File: config.mk
export PLATFORM = sky130hd
export DESIGN_NAME = smr_top
export DESIGN_NICKNAME = d
export VERILOG_FILES = /design/src/logic/smr_pkg.sv /design/src/logic/smr_top.sv
export SDC_FILE = /design/constraint.sdc
export NUM_CORES = 1
export LEC_CHECK = 0
export BUFFER_PORTS_ARGS = -buffer_cell sky130_fd_sc_hd__clkbuf_2
export CAP_MARGIN = 20
export CORE_MARGIN = 8
export CORE_UTILIZATION = 58
export CTS_CLUSTER_DIAMETER = 100
export DETAILED_ROUTE_END_ITERATION = 16
export GPL_TIMING_DRIVEN = 0
export PLACE_DENSITY = 0.89
export SYNTH_ARGS = -nofsm -noshare
export SYNTH_HDL_FRONTEND = slang
export SYNTH_SLANG_ARGS = --single-unit
File: constraint.sdc
create_clock -name clk_sys_in -period 2.7 [get_ports clk_sys_in]
set_input_delay 0.27 -clock clk_sys_in [delete_from_list [all_inputs] [get_ports clk_sys_in]]
set_output_delay 0.27 -clock clk_sys_in [all_outputs]
set_load 0.005 [all_outputs]
File: src/logic/smr_pkg.sv
/*
 * Package for the stop mode and reset control block: register offsets,
 * field positions, reset values, timing constants, states and flag carrier.
 * Assumes a 100 MHz system clock feeding the block.
 */
`default_nettype none

package smr_pkg;

	// =====================================================
	// register offsets on the special function register port
	localparam logic [7:0] SMR_PWR_CTRL_ADDR = 8'h87;
	localparam logic [7:0] SMR_RST_SRC_ADDR = 8'hEF;
	localparam logic [7:0] SMR_SUP_MON_ADDR = 8'hFF;

	// =====================================================
	// field positions
	localparam int SMR_PC_IDLE_BIT = 0;
	localparam int SMR_PC_STOP_BIT = 1;
	localparam int SMR_PC_GF_LO = 2;
	localparam int SMR_RS_PIN_BIT = 0;
	localparam int SMR_RS_POR_BIT = 1;
	localparam int SMR_RS_MCD_BIT = 2;
	localparam int SMR_SM_EN_BIT = 7;
	localparam int SMR_SM_OK_BIT = 6;

	// =====================================================
	// reset values
	localparam logic [7:0] SMR_PWR_CTRL_RST = 8'h00;
	localparam logic [7:0] SMR_PORT_LATCH_RST = 8'hFF;
	localparam logic [15:0] SMR_RESET_VECTOR = 16'h0000;

	// =====================================================
	// timing
	localparam int SMR_CLK_PERIOD_NS = 10;
	localparam int SMR_POR_DELAY_NS = 300000;
	localparam int SMR_MCD_TIMEOUT_NS = 100000;
	// longest time: round down
	localparam int SMR_POR_CYC = SMR_POR_DELAY_NS / SMR_CLK_PERIOD_NS;
	// least time: round up
	localparam int SMR_MCD_CYC = (SMR_MCD_TIMEOUT_NS + SMR_CLK_PERIOD_NS - 1) / SMR_CLK_PERIOD_NS;
	localparam logic [3:0] SMR_WDT_DIV_LAST = 4'hb;

	// =====================================================
	// types
	typedef enum logic [1:0] {ST_SUPPLY, ST_POR_DLY, ST_HOLD, ST_RUN} smr_state_e;

	typedef struct packed {
		logic lost_clock_detector;
		logic por;
		logic pin;
	} smr_rst_flags_s;

endpackage

`default_nettype wire

File: src/logic/smr_top.sv
/*
 * Stop mode and reset sequencing for an 8-bit controller core.
 * Assumes all inputs synchronous to clk_sys_in, rst_in is the power-up
 * reset, core_tick_in pulses once per core clock edge seen by the monitor.
 */
`default_nettype none

module smr_top
	import smr_pkg::*;
#(
	parameter int unsigned POR_CYC = SMR_POR_CYC,
	parameter int unsigned MCD_CYC = SMR_MCD_CYC
) (
	input wire logic clk_sys_in,
	input wire logic rst_in,
	input wire logic [7:0] sfr_addr_in,
	input wire logic sfr_wr_in,
	input wire logic sfr_rd_in,
	input wire logic [7:0] sfr_wdata_in,
	output logic [7:0] sfr_rdata_out,
	input wire logic supply_ok_in,
	input wire logic ext_rst_n_in,
	input wire logic core_tick_in,
	input wire logic irq_wake_in,
	input wire logic wdt_disable_in,
	output logic rst_pin_out,
	output logic rst_pin_oe_out,
	output logic sys_reset_out,
	output logic cpu_run_out,
	output logic int_osc_run_out,
	output logic periph_run_out,
	output logic idle_out,
	output logic pc_load_out,
	output logic [15:0] pc_vector_out,
	output logic clk_sel_int_out,
	output logic wdt_enable_out,
	output logic wdt_tick_out,
	output logic [7:0] port_latch_out,
	output logic port_od_force_out,
	output logic pullup_en_out
);

	// =====================================================
	// state and registers
	smr_state_e state_r, state_nxt;
	logic [15:0] cnt_r, cnt_nxt;
	logic [15:0] mcd_cnt_r;
	logic [5:0] gflags_r;
	logic stop_r, idle_r;
	logic mcd_en_r, vdm_en_r;
	logic vdm_cause_r, pin_cause_r, mcd_cause_r;
	smr_rst_flags_s flags_r;
	logic [3:0] wdt_div_r;
	logic wdt_en_r;
	logic [7:0] rdata_r;
	logic pc_load_r;

	// =====================================================
	// decode
	wire running = state_r == ST_RUN;
	wire wr_pc = sfr_wr_in && running && sfr_addr_in == SMR_PWR_CTRL_ADDR;
	wire wr_rs = sfr_wr_in && running && sfr_addr_in == SMR_RST_SRC_ADDR;
	wire wr_sm = sfr_wr_in && running && sfr_addr_in == SMR_SUP_MON_ADDR;
	wire sw_por = wr_rs && sfr_wdata_in[SMR_RS_PIN_BIT];
	// selecting the monitor while it is off is a reset in itself
	wire sel_fault = wr_rs && sfr_wdata_in[SMR_RS_POR_BIT] && !vdm_en_r;
	wire vdm_fail = vdm_en_r && !supply_ok_in;
	wire pin_low = !ext_rst_n_in;
	wire mcd_fire = mcd_en_r && running && mcd_cnt_r >= MCD_CYC[15:0] - 16'h0001;
	wire other_rst = vdm_fail || pin_low || mcd_fire || sel_fault;
	wire hold_done = !pin_low && !vdm_fail;

	// =====================================================
	// reset sequencer
	always_comb begin
		state_nxt = state_r;
		cnt_nxt = cnt_r;
		unique case (state_r)
			ST_SUPPLY: begin
				cnt_nxt = 16'h0000;
				if (supply_ok_in) begin
					state_nxt = ST_POR_DLY;
				end
			end
			ST_POR_DLY: begin
				cnt_nxt = cnt_r + 16'h0001;
				if (!supply_ok_in) begin
					state_nxt = ST_SUPPLY;
				end else if (cnt_r >= POR_CYC[15:0] - 16'h0001) begin
					state_nxt = ST_RUN;
				end
			end
			ST_HOLD: begin
				if (hold_done) begin
					state_nxt = ST_RUN;
				end
			end
			ST_RUN: begin
				if (sw_por) begin
					state_nxt = ST_SUPPLY;
				end else if (other_rst) begin
					state_nxt = ST_HOLD;
				end
			end
		endcase
	end

	wire enter_hold = running && !sw_por && other_rst;
	wire leave_rst = !running && state_nxt == ST_RUN;

	always_ff @(posedge clk_sys_in) begin
		if (rst_in) begin
			state_r <= ST_SUPPLY;
			cnt_r <= 16'h0000;
		end else begin
			state_r <= state_nxt;
			cnt_r <= cnt_nxt;
		end
	end

	// causes of the current hold, kept to pick flags and the pin drive
	always_ff @(posedge clk_sys_in) begin
		if (rst_in || state_r == ST_SUPPLY) begin
			vdm_cause_r <= 1'b0;
			pin_cause_r <= 1'b0;
			mcd_cause_r <= 1'b0;
		end else if (enter_hold) begin
			vdm_cause_r <= vdm_fail;
			pin_cause_r <= pin_low;
			mcd_cause_r <= mcd_fire;
		end else if (state_r == ST_HOLD) begin
			vdm_cause_r <= vdm_cause_r || vdm_fail;
			pin_cause_r <= pin_cause_r || pin_low;
		end
	end

	// =====================================================
	// reset source flags; other flags of a power-on exit are left zero
	always_ff @(posedge clk_sys_in) begin
		if (rst_in) begin
			flags_r <= '0;
		end else if (leave_rst) begin
			flags_r.por <= state_r == ST_POR_DLY;
			flags_r.pin <= state_r == ST_HOLD && pin_cause_r;
			flags_r.lost_clock_detector <= state_r == ST_HOLD && mcd_cause_r;
		end
	end

	// supply monitor: on after power-on, other resets leave it alone
	always_ff @(posedge clk_sys_in) begin
		if (rst_in || state_r == ST_POR_DLY) begin
			vdm_en_r <= 1'b1;
		end else if (wr_sm) begin
			vdm_en_r <= sfr_wdata_in[SMR_SM_EN_BIT];
		end
	end

	// =====================================================
	// software registers; every reset returns them to reset values
	always_ff @(posedge clk_sys_in) begin
		if (rst_in || !running) begin
			gflags_r <= SMR_PWR_CTRL_RST[7:2];
			stop_r <= SMR_PWR_CTRL_RST[SMR_PC_STOP_BIT];
			idle_r <= SMR_PWR_CTRL_RST[SMR_PC_IDLE_BIT];
			mcd_en_r <= 1'b0;
		end else begin
			if (wr_pc) begin
				gflags_r <= sfr_wdata_in[7:SMR_PC_GF_LO];
			end
			// only a reset clears stop
			if (wr_pc && sfr_wdata_in[SMR_PC_STOP_BIT]) begin
				stop_r <= 1'b1;
			end
			if (wr_pc) begin
				idle_r <= sfr_wdata_in[SMR_PC_IDLE_BIT];
			end else if (irq_wake_in) begin
				idle_r <= 1'b0;
			end
			if (wr_rs) begin
				mcd_en_r <= sfr_wdata_in[SMR_RS_MCD_BIT];
			end
		end
	end

	// =====================================================
	// missing clock one-shot; core ticks vanish while stopped
	always_ff @(posedge clk_sys_in) begin
		if (rst_in || !mcd_en_r || core_tick_in) begin
			mcd_cnt_r <= 16'h0000;
		end else if (!mcd_fire) begin
			mcd_cnt_r <= mcd_cnt_r + 16'h0001;
		end
	end

	// =====================================================
	// watchdog clock, divide by twelve
	always_ff @(posedge clk_sys_in) begin
		if (rst_in || !running) begin
			wdt_en_r <= 1'b1;
			wdt_div_r <= 4'h0;
		end else begin
			if (wdt_disable_in) begin
				wdt_en_r <= 1'b0;
			end
			if (!stop_r) begin
				wdt_div_r <= wdt_div_r == SMR_WDT_DIV_LAST ? 4'h0 : wdt_div_r + 4'h1;
			end
		end
	end

	// =====================================================
	// read port
	wire [7:0] rd_pc = {gflags_r, 1'b0, idle_r};
	wire [7:0] rd_rs = {5'h00, flags_r.lost_clock_detector, flags_r.por, flags_r.pin};
	wire [7:0] rd_sm = {vdm_en_r, supply_ok_in, 6'h00};
	wire [7:0] rd_mux = sfr_addr_in == SMR_PWR_CTRL_ADDR ? rd_pc :
		sfr_addr_in == SMR_RST_SRC_ADDR ? rd_rs :
		sfr_addr_in == SMR_SUP_MON_ADDR ? rd_sm : 8'h00;

	always_ff @(posedge clk_sys_in) begin
		if (rst_in) begin
			rdata_r <= 8'h00;
			pc_load_r <= 1'b0;
		end else begin
			rdata_r <= sfr_rd_in ? rd_mux : rdata_r;
			pc_load_r <= leave_rst;
		end
	end

	// =====================================================
	// outputs
	// pin is driven only for power-on and supply-monitor resets
	wire drive_pin = state_r == ST_SUPPLY || state_r == ST_POR_DLY ||
		(state_r == ST_HOLD && vdm_cause_r);
	assign rst_pin_oe_out = drive_pin;
	assign rst_pin_out = 1'b0;
	assign sys_reset_out = !running;
	assign cpu_run_out = running && !stop_r && !idle_r;
	// oscillator runs from the second cycle of reset on, once stop_r has cleared, so the sequencer keeps its clock
	assign int_osc_run_out = !stop_r;
	assign periph_run_out = !stop_r;
	assign idle_out = idle_r;
	assign pc_load_out = pc_load_r;
	assign pc_vector_out = SMR_RESET_VECTOR;
	assign clk_sel_int_out = !running;
	assign wdt_enable_out = wdt_en_r;
	assign wdt_tick_out = wdt_en_r && running && !stop_r && wdt_div_r == SMR_WDT_DIV_LAST;
	assign port_latch_out = running ? 8'h00 : SMR_PORT_LATCH_RST;
	assign port_od_force_out = !running;
	assign pullup_en_out = 1'b1;
	assign sfr_rdata_out = rdata_r;
endmodule

`default_nettype wire

==> out/qor.yml <==
hold_path:
  min_path_type: "in2reg"
clocking:
  cts_tree: "done"
  h-tree-depth: 3
  cts_setup_buffers: 0
  worst_skew_pair.late_latency_ns: 0.34
  hold_buffers: 0
  numCtsBuffers: 9
  clk_path_buf_depth: 2
  path_clk_slew_ns: 0.07
  clock_sinks: 64
  cts_resized: 0
  clockRootBuffer: "clkbuf_8"
logic_synthesis:
  synth_top_family_by_area: "simple AND/OR/NAND/NOR gates"
  synth_area_um2: 3180
  synth_adder_area_share_pct: 1.18
  synth-async-reset-ratio_pct: 0
  seq_area_frac_synth_pct: 40.3
  synth_edf_count: 0
  synth_cells: 391
  netlist-cell-type-count: 48
  avgSynthCellArea_um2: 8.13
  synth_mux_area_share_pct: 0.984
  synthSimpleGateAreaFrac_pct: 26.8
  yosysWarnings: 0
  synthFlopType: "dfxtp_1"
  synthXorXnorAreaFrac_pct: 4.96
  ys_ff_latch: 64
  synth-compound-area-share_pct: 15.0
die:
  dieArea_um2: 8110
  fp.dieW_um: 90.0
  core-area_um2: 5410
  die_h_um: 90.0
  start_util_pct: 58.8
  rows: 27
  boundaryPins: 70
detailed_routing:
  met2WireLength_um: 3680
  drc: 0
  top_layer: "met4"
  wl_met3_um: 400
  vias: 2966
  vias_per_cell: 5.43
  ant_nets: 0
  routed_wl_um: 7250
  drt-pass1-iter-count: 4
  post_drt_wl_per_cell_um: 13.3
  met1_length_um: 3020
  first_iter_violations: 161
global_routing:
  grt_max_degree: 14
  grt_pass1_vias: 2816
  grt_overflow: 0
  grt_first_pass_wirelength_um: 12400
  grt_usage_pct: 18.1
  antenna_found_initial: 0
sta:
  min_period_ns: 2.37
  fin_tns_setup_ns: 0
  finalClockSkew_ns: 0.00679
  period_share_pct: 87.7
  rsz0062_at_grt: "no"
  finalHoldViolCount: 0
  setup_viol: 0
  max_slew_margin_pct: 43.3
  clock.fmax_mhz: 423
  slew_violations: 0
  worstMarginPinSlew_ns: 0.829
  finalWorstSetupSlack_ns: 0.333
power:
  p_int_mw: 1.44
  seqPwrFrac_pct: 51.7
  p_per_area_nw_per_um2: 493
  switchingPower_mw: 0.420
  power.leakage_nw: 1.38
  power_frac_clock_pct: 41.5
  ir_worst_vdd_uv: 357
  combPwrFrac_pct: 6.8
  switching_share_pct: 22.7
placement:
  postPlaceCellArea_um2: 3580
  io_buffers: 51
  dpl.hpwl_um: 5420
  place_ws_ns: 0.508
  place_congestion: 0.856
setup_path:
  worstPathArrival_ns: 2.63
  slowest_stage: "a2111oi_0"
  endpoint_kind: "register"
  crit_buf_inv: 0
  cp_slowest_stage_delay_ns: 0.78
  cp.required_ns: 2.96
  critPathMaxFanout: 4
  cpLargestDelayFamily: "compound AO/OA/AOI/OAI gates"
  start_kind: "register"
  crit_chain: "ha_1 -> nand4_1 -> a2111oi_0 -> o31ai_1 -> a211o_1 -> a31oi_1"
  critPathKind: "reg2reg"
run:
  cap_violations: 0
outcome:
  outcome: "finished, final reports clean"
cells_and_area:
  fin_area_um2: 3760
  mostFrequentLayoutCells: "dfxtp_1, clkbuf_2, nor2_1"
  syn2layout_area_growth_pct: 18.4
  drive_above_1_share_pct: 21.3
  antenna_cells: 0
  fin_nets: 497
  final_common_cell: "dfxtp_1"
==> registers in the layout, indices dropped and copies added, names as in the netlist <==
| signal | count |
|---|---|
| sfr_rdata_out | 8 |
| mcd_cause_r | 1 |
| wdt_enable_out | 1 |
| vdm_cause_r | 1 |
| state_r | 2 |
| cnt_r | 16 |
| mcd_cnt_r | 16 |
| gflags_r | 6 |
| wdt_div_r | 4 |
| idle_out | 1 |
| vdm_en_r | 1 |
| pin_cause_r | 1 |
| stop_r | 1 |
| mcd_en_r | 1 |
| pc_load_out | 1 |
| flags_r | 3 |
==> routing by layer <==
metal | track usage [%] | vias to the layer above
li1 | - | 1495
met1 | 18.5 | 1372
met2 | 32.5 | 85
met3 | 6.48 | 14
met4 | 7.63 | 0
met5 | 0 | -
==> worst register-to-register path, stage by stage, from the launching register on <==
cell       delay [ns]
dfxtp_1          0.38
ha_1             0.21
nand4_1          0.11
a2111oi_0        0.78
o31ai_1          0.31
a211o_1          0.35
a31oi_1          0.15
==> cell families after synthesis <==
logic type / Yosys count
other: 2
buffers and inverters: 56
flip-flops: 64
multiplexers: 3
XOR/XNOR: 18
adder cells (fa/ha/maj): 3
AO/OA/AOI/OAI: 79
AND/OR/NAND/NOR: 166
==> cells in the mapped netlist, types with 2 or more instances <==
cell type	number	share of area (%)
a211oi_1	6	1.4
a21oi_1	35	5.5
a22oi_1	4	0.94
a31oi_1	3	0.59
and2_1	3	0.59
and3_1	2	0.39
and4_1	3	0.83
and4b_1	2	0.63
buf_4	29	6.8
buf_6	2	0.71
clkbuf_1	14	1.7
conb_1	2	0.24
dfxtp_1	64	40
ha_1	3	1.2
inv_1	11	1.3
mux2i_1	2	0.63
nand2_1	35	4.1
nand2b_1	7	1.4
nand3_1	26	4.1
nand3b_1	5	1.2
nand4_1	6	1.2
nor2_1	40	4.7
nor2b_1	4	0.79
nor3_1	10	1.6
nor3b_1	2	0.47
o21ai_0	15	2.4
o221ai_1	2	0.55
o31ai_1	6	1.4
or3_1	7	1.4
or4_1	7	1.7
xnor2_1	12	3.3
xor2_1	6	1.7
==> cell type report <==
cell class                 count  area [µm²]
fill                         436        1640
multi-input combinational    287        1620
sequential                    64        1280
buffer                        45         293
timing repair buffer          51         255
clock buffer                  12         135
tap                           72        90.1
clock inverter                 4        45.0
inverter                      11        41.3
==> power by group through the flow <==
stage	clock network, mW	logic (mW)	registers [mW]
3_3_place_gp	0	0.122	0.980
2_1_floorplan	0	0.0794	0.979
6_report	0.770	0.126	0.959
3_5_place_dp	0	0.124	0.980
4_1_cts	0.782	0.125	0.959
5_1_grt	0.830	0.140	0.959
==> path summary, 6_finish.rpt <==
path	from	to	slack, ns	depth (start not counted)
max	cnt_r[0]$_SDFFE_PP0P_	flags_r[1]$_SDFFE_PP0P_	0.33	6
min	sfr_wdata_in[6]	gflags_r[4]$_SDFFE_PP0P_	0.17	3
max reg2reg	cnt_r[0]$_SDFFE_PP0P_	flags_r[1]$_SDFFE_PP0P_	0.33	6
min reg2reg	gflags_r[1]$_SDFFE_PP0P_	gflags_r[1]$_SDFFE_PP0P_	0.46	2
==> per-stage QoR <==
stage	cells	hold slack [ns]	util [%]	total power, mW
after floorplan	407	0.384	-	1.06
after global placement	530	0.447	66.3	1.10
after detailed placement	530	0.451	66.3	1.10
after CTS	546	0.158	69.7	1.87
after global routing	546	0.155	69.7	1.93
final	546	0.168	69.7	1.86
Note: power is estimated with default switching activity, not from simulation.
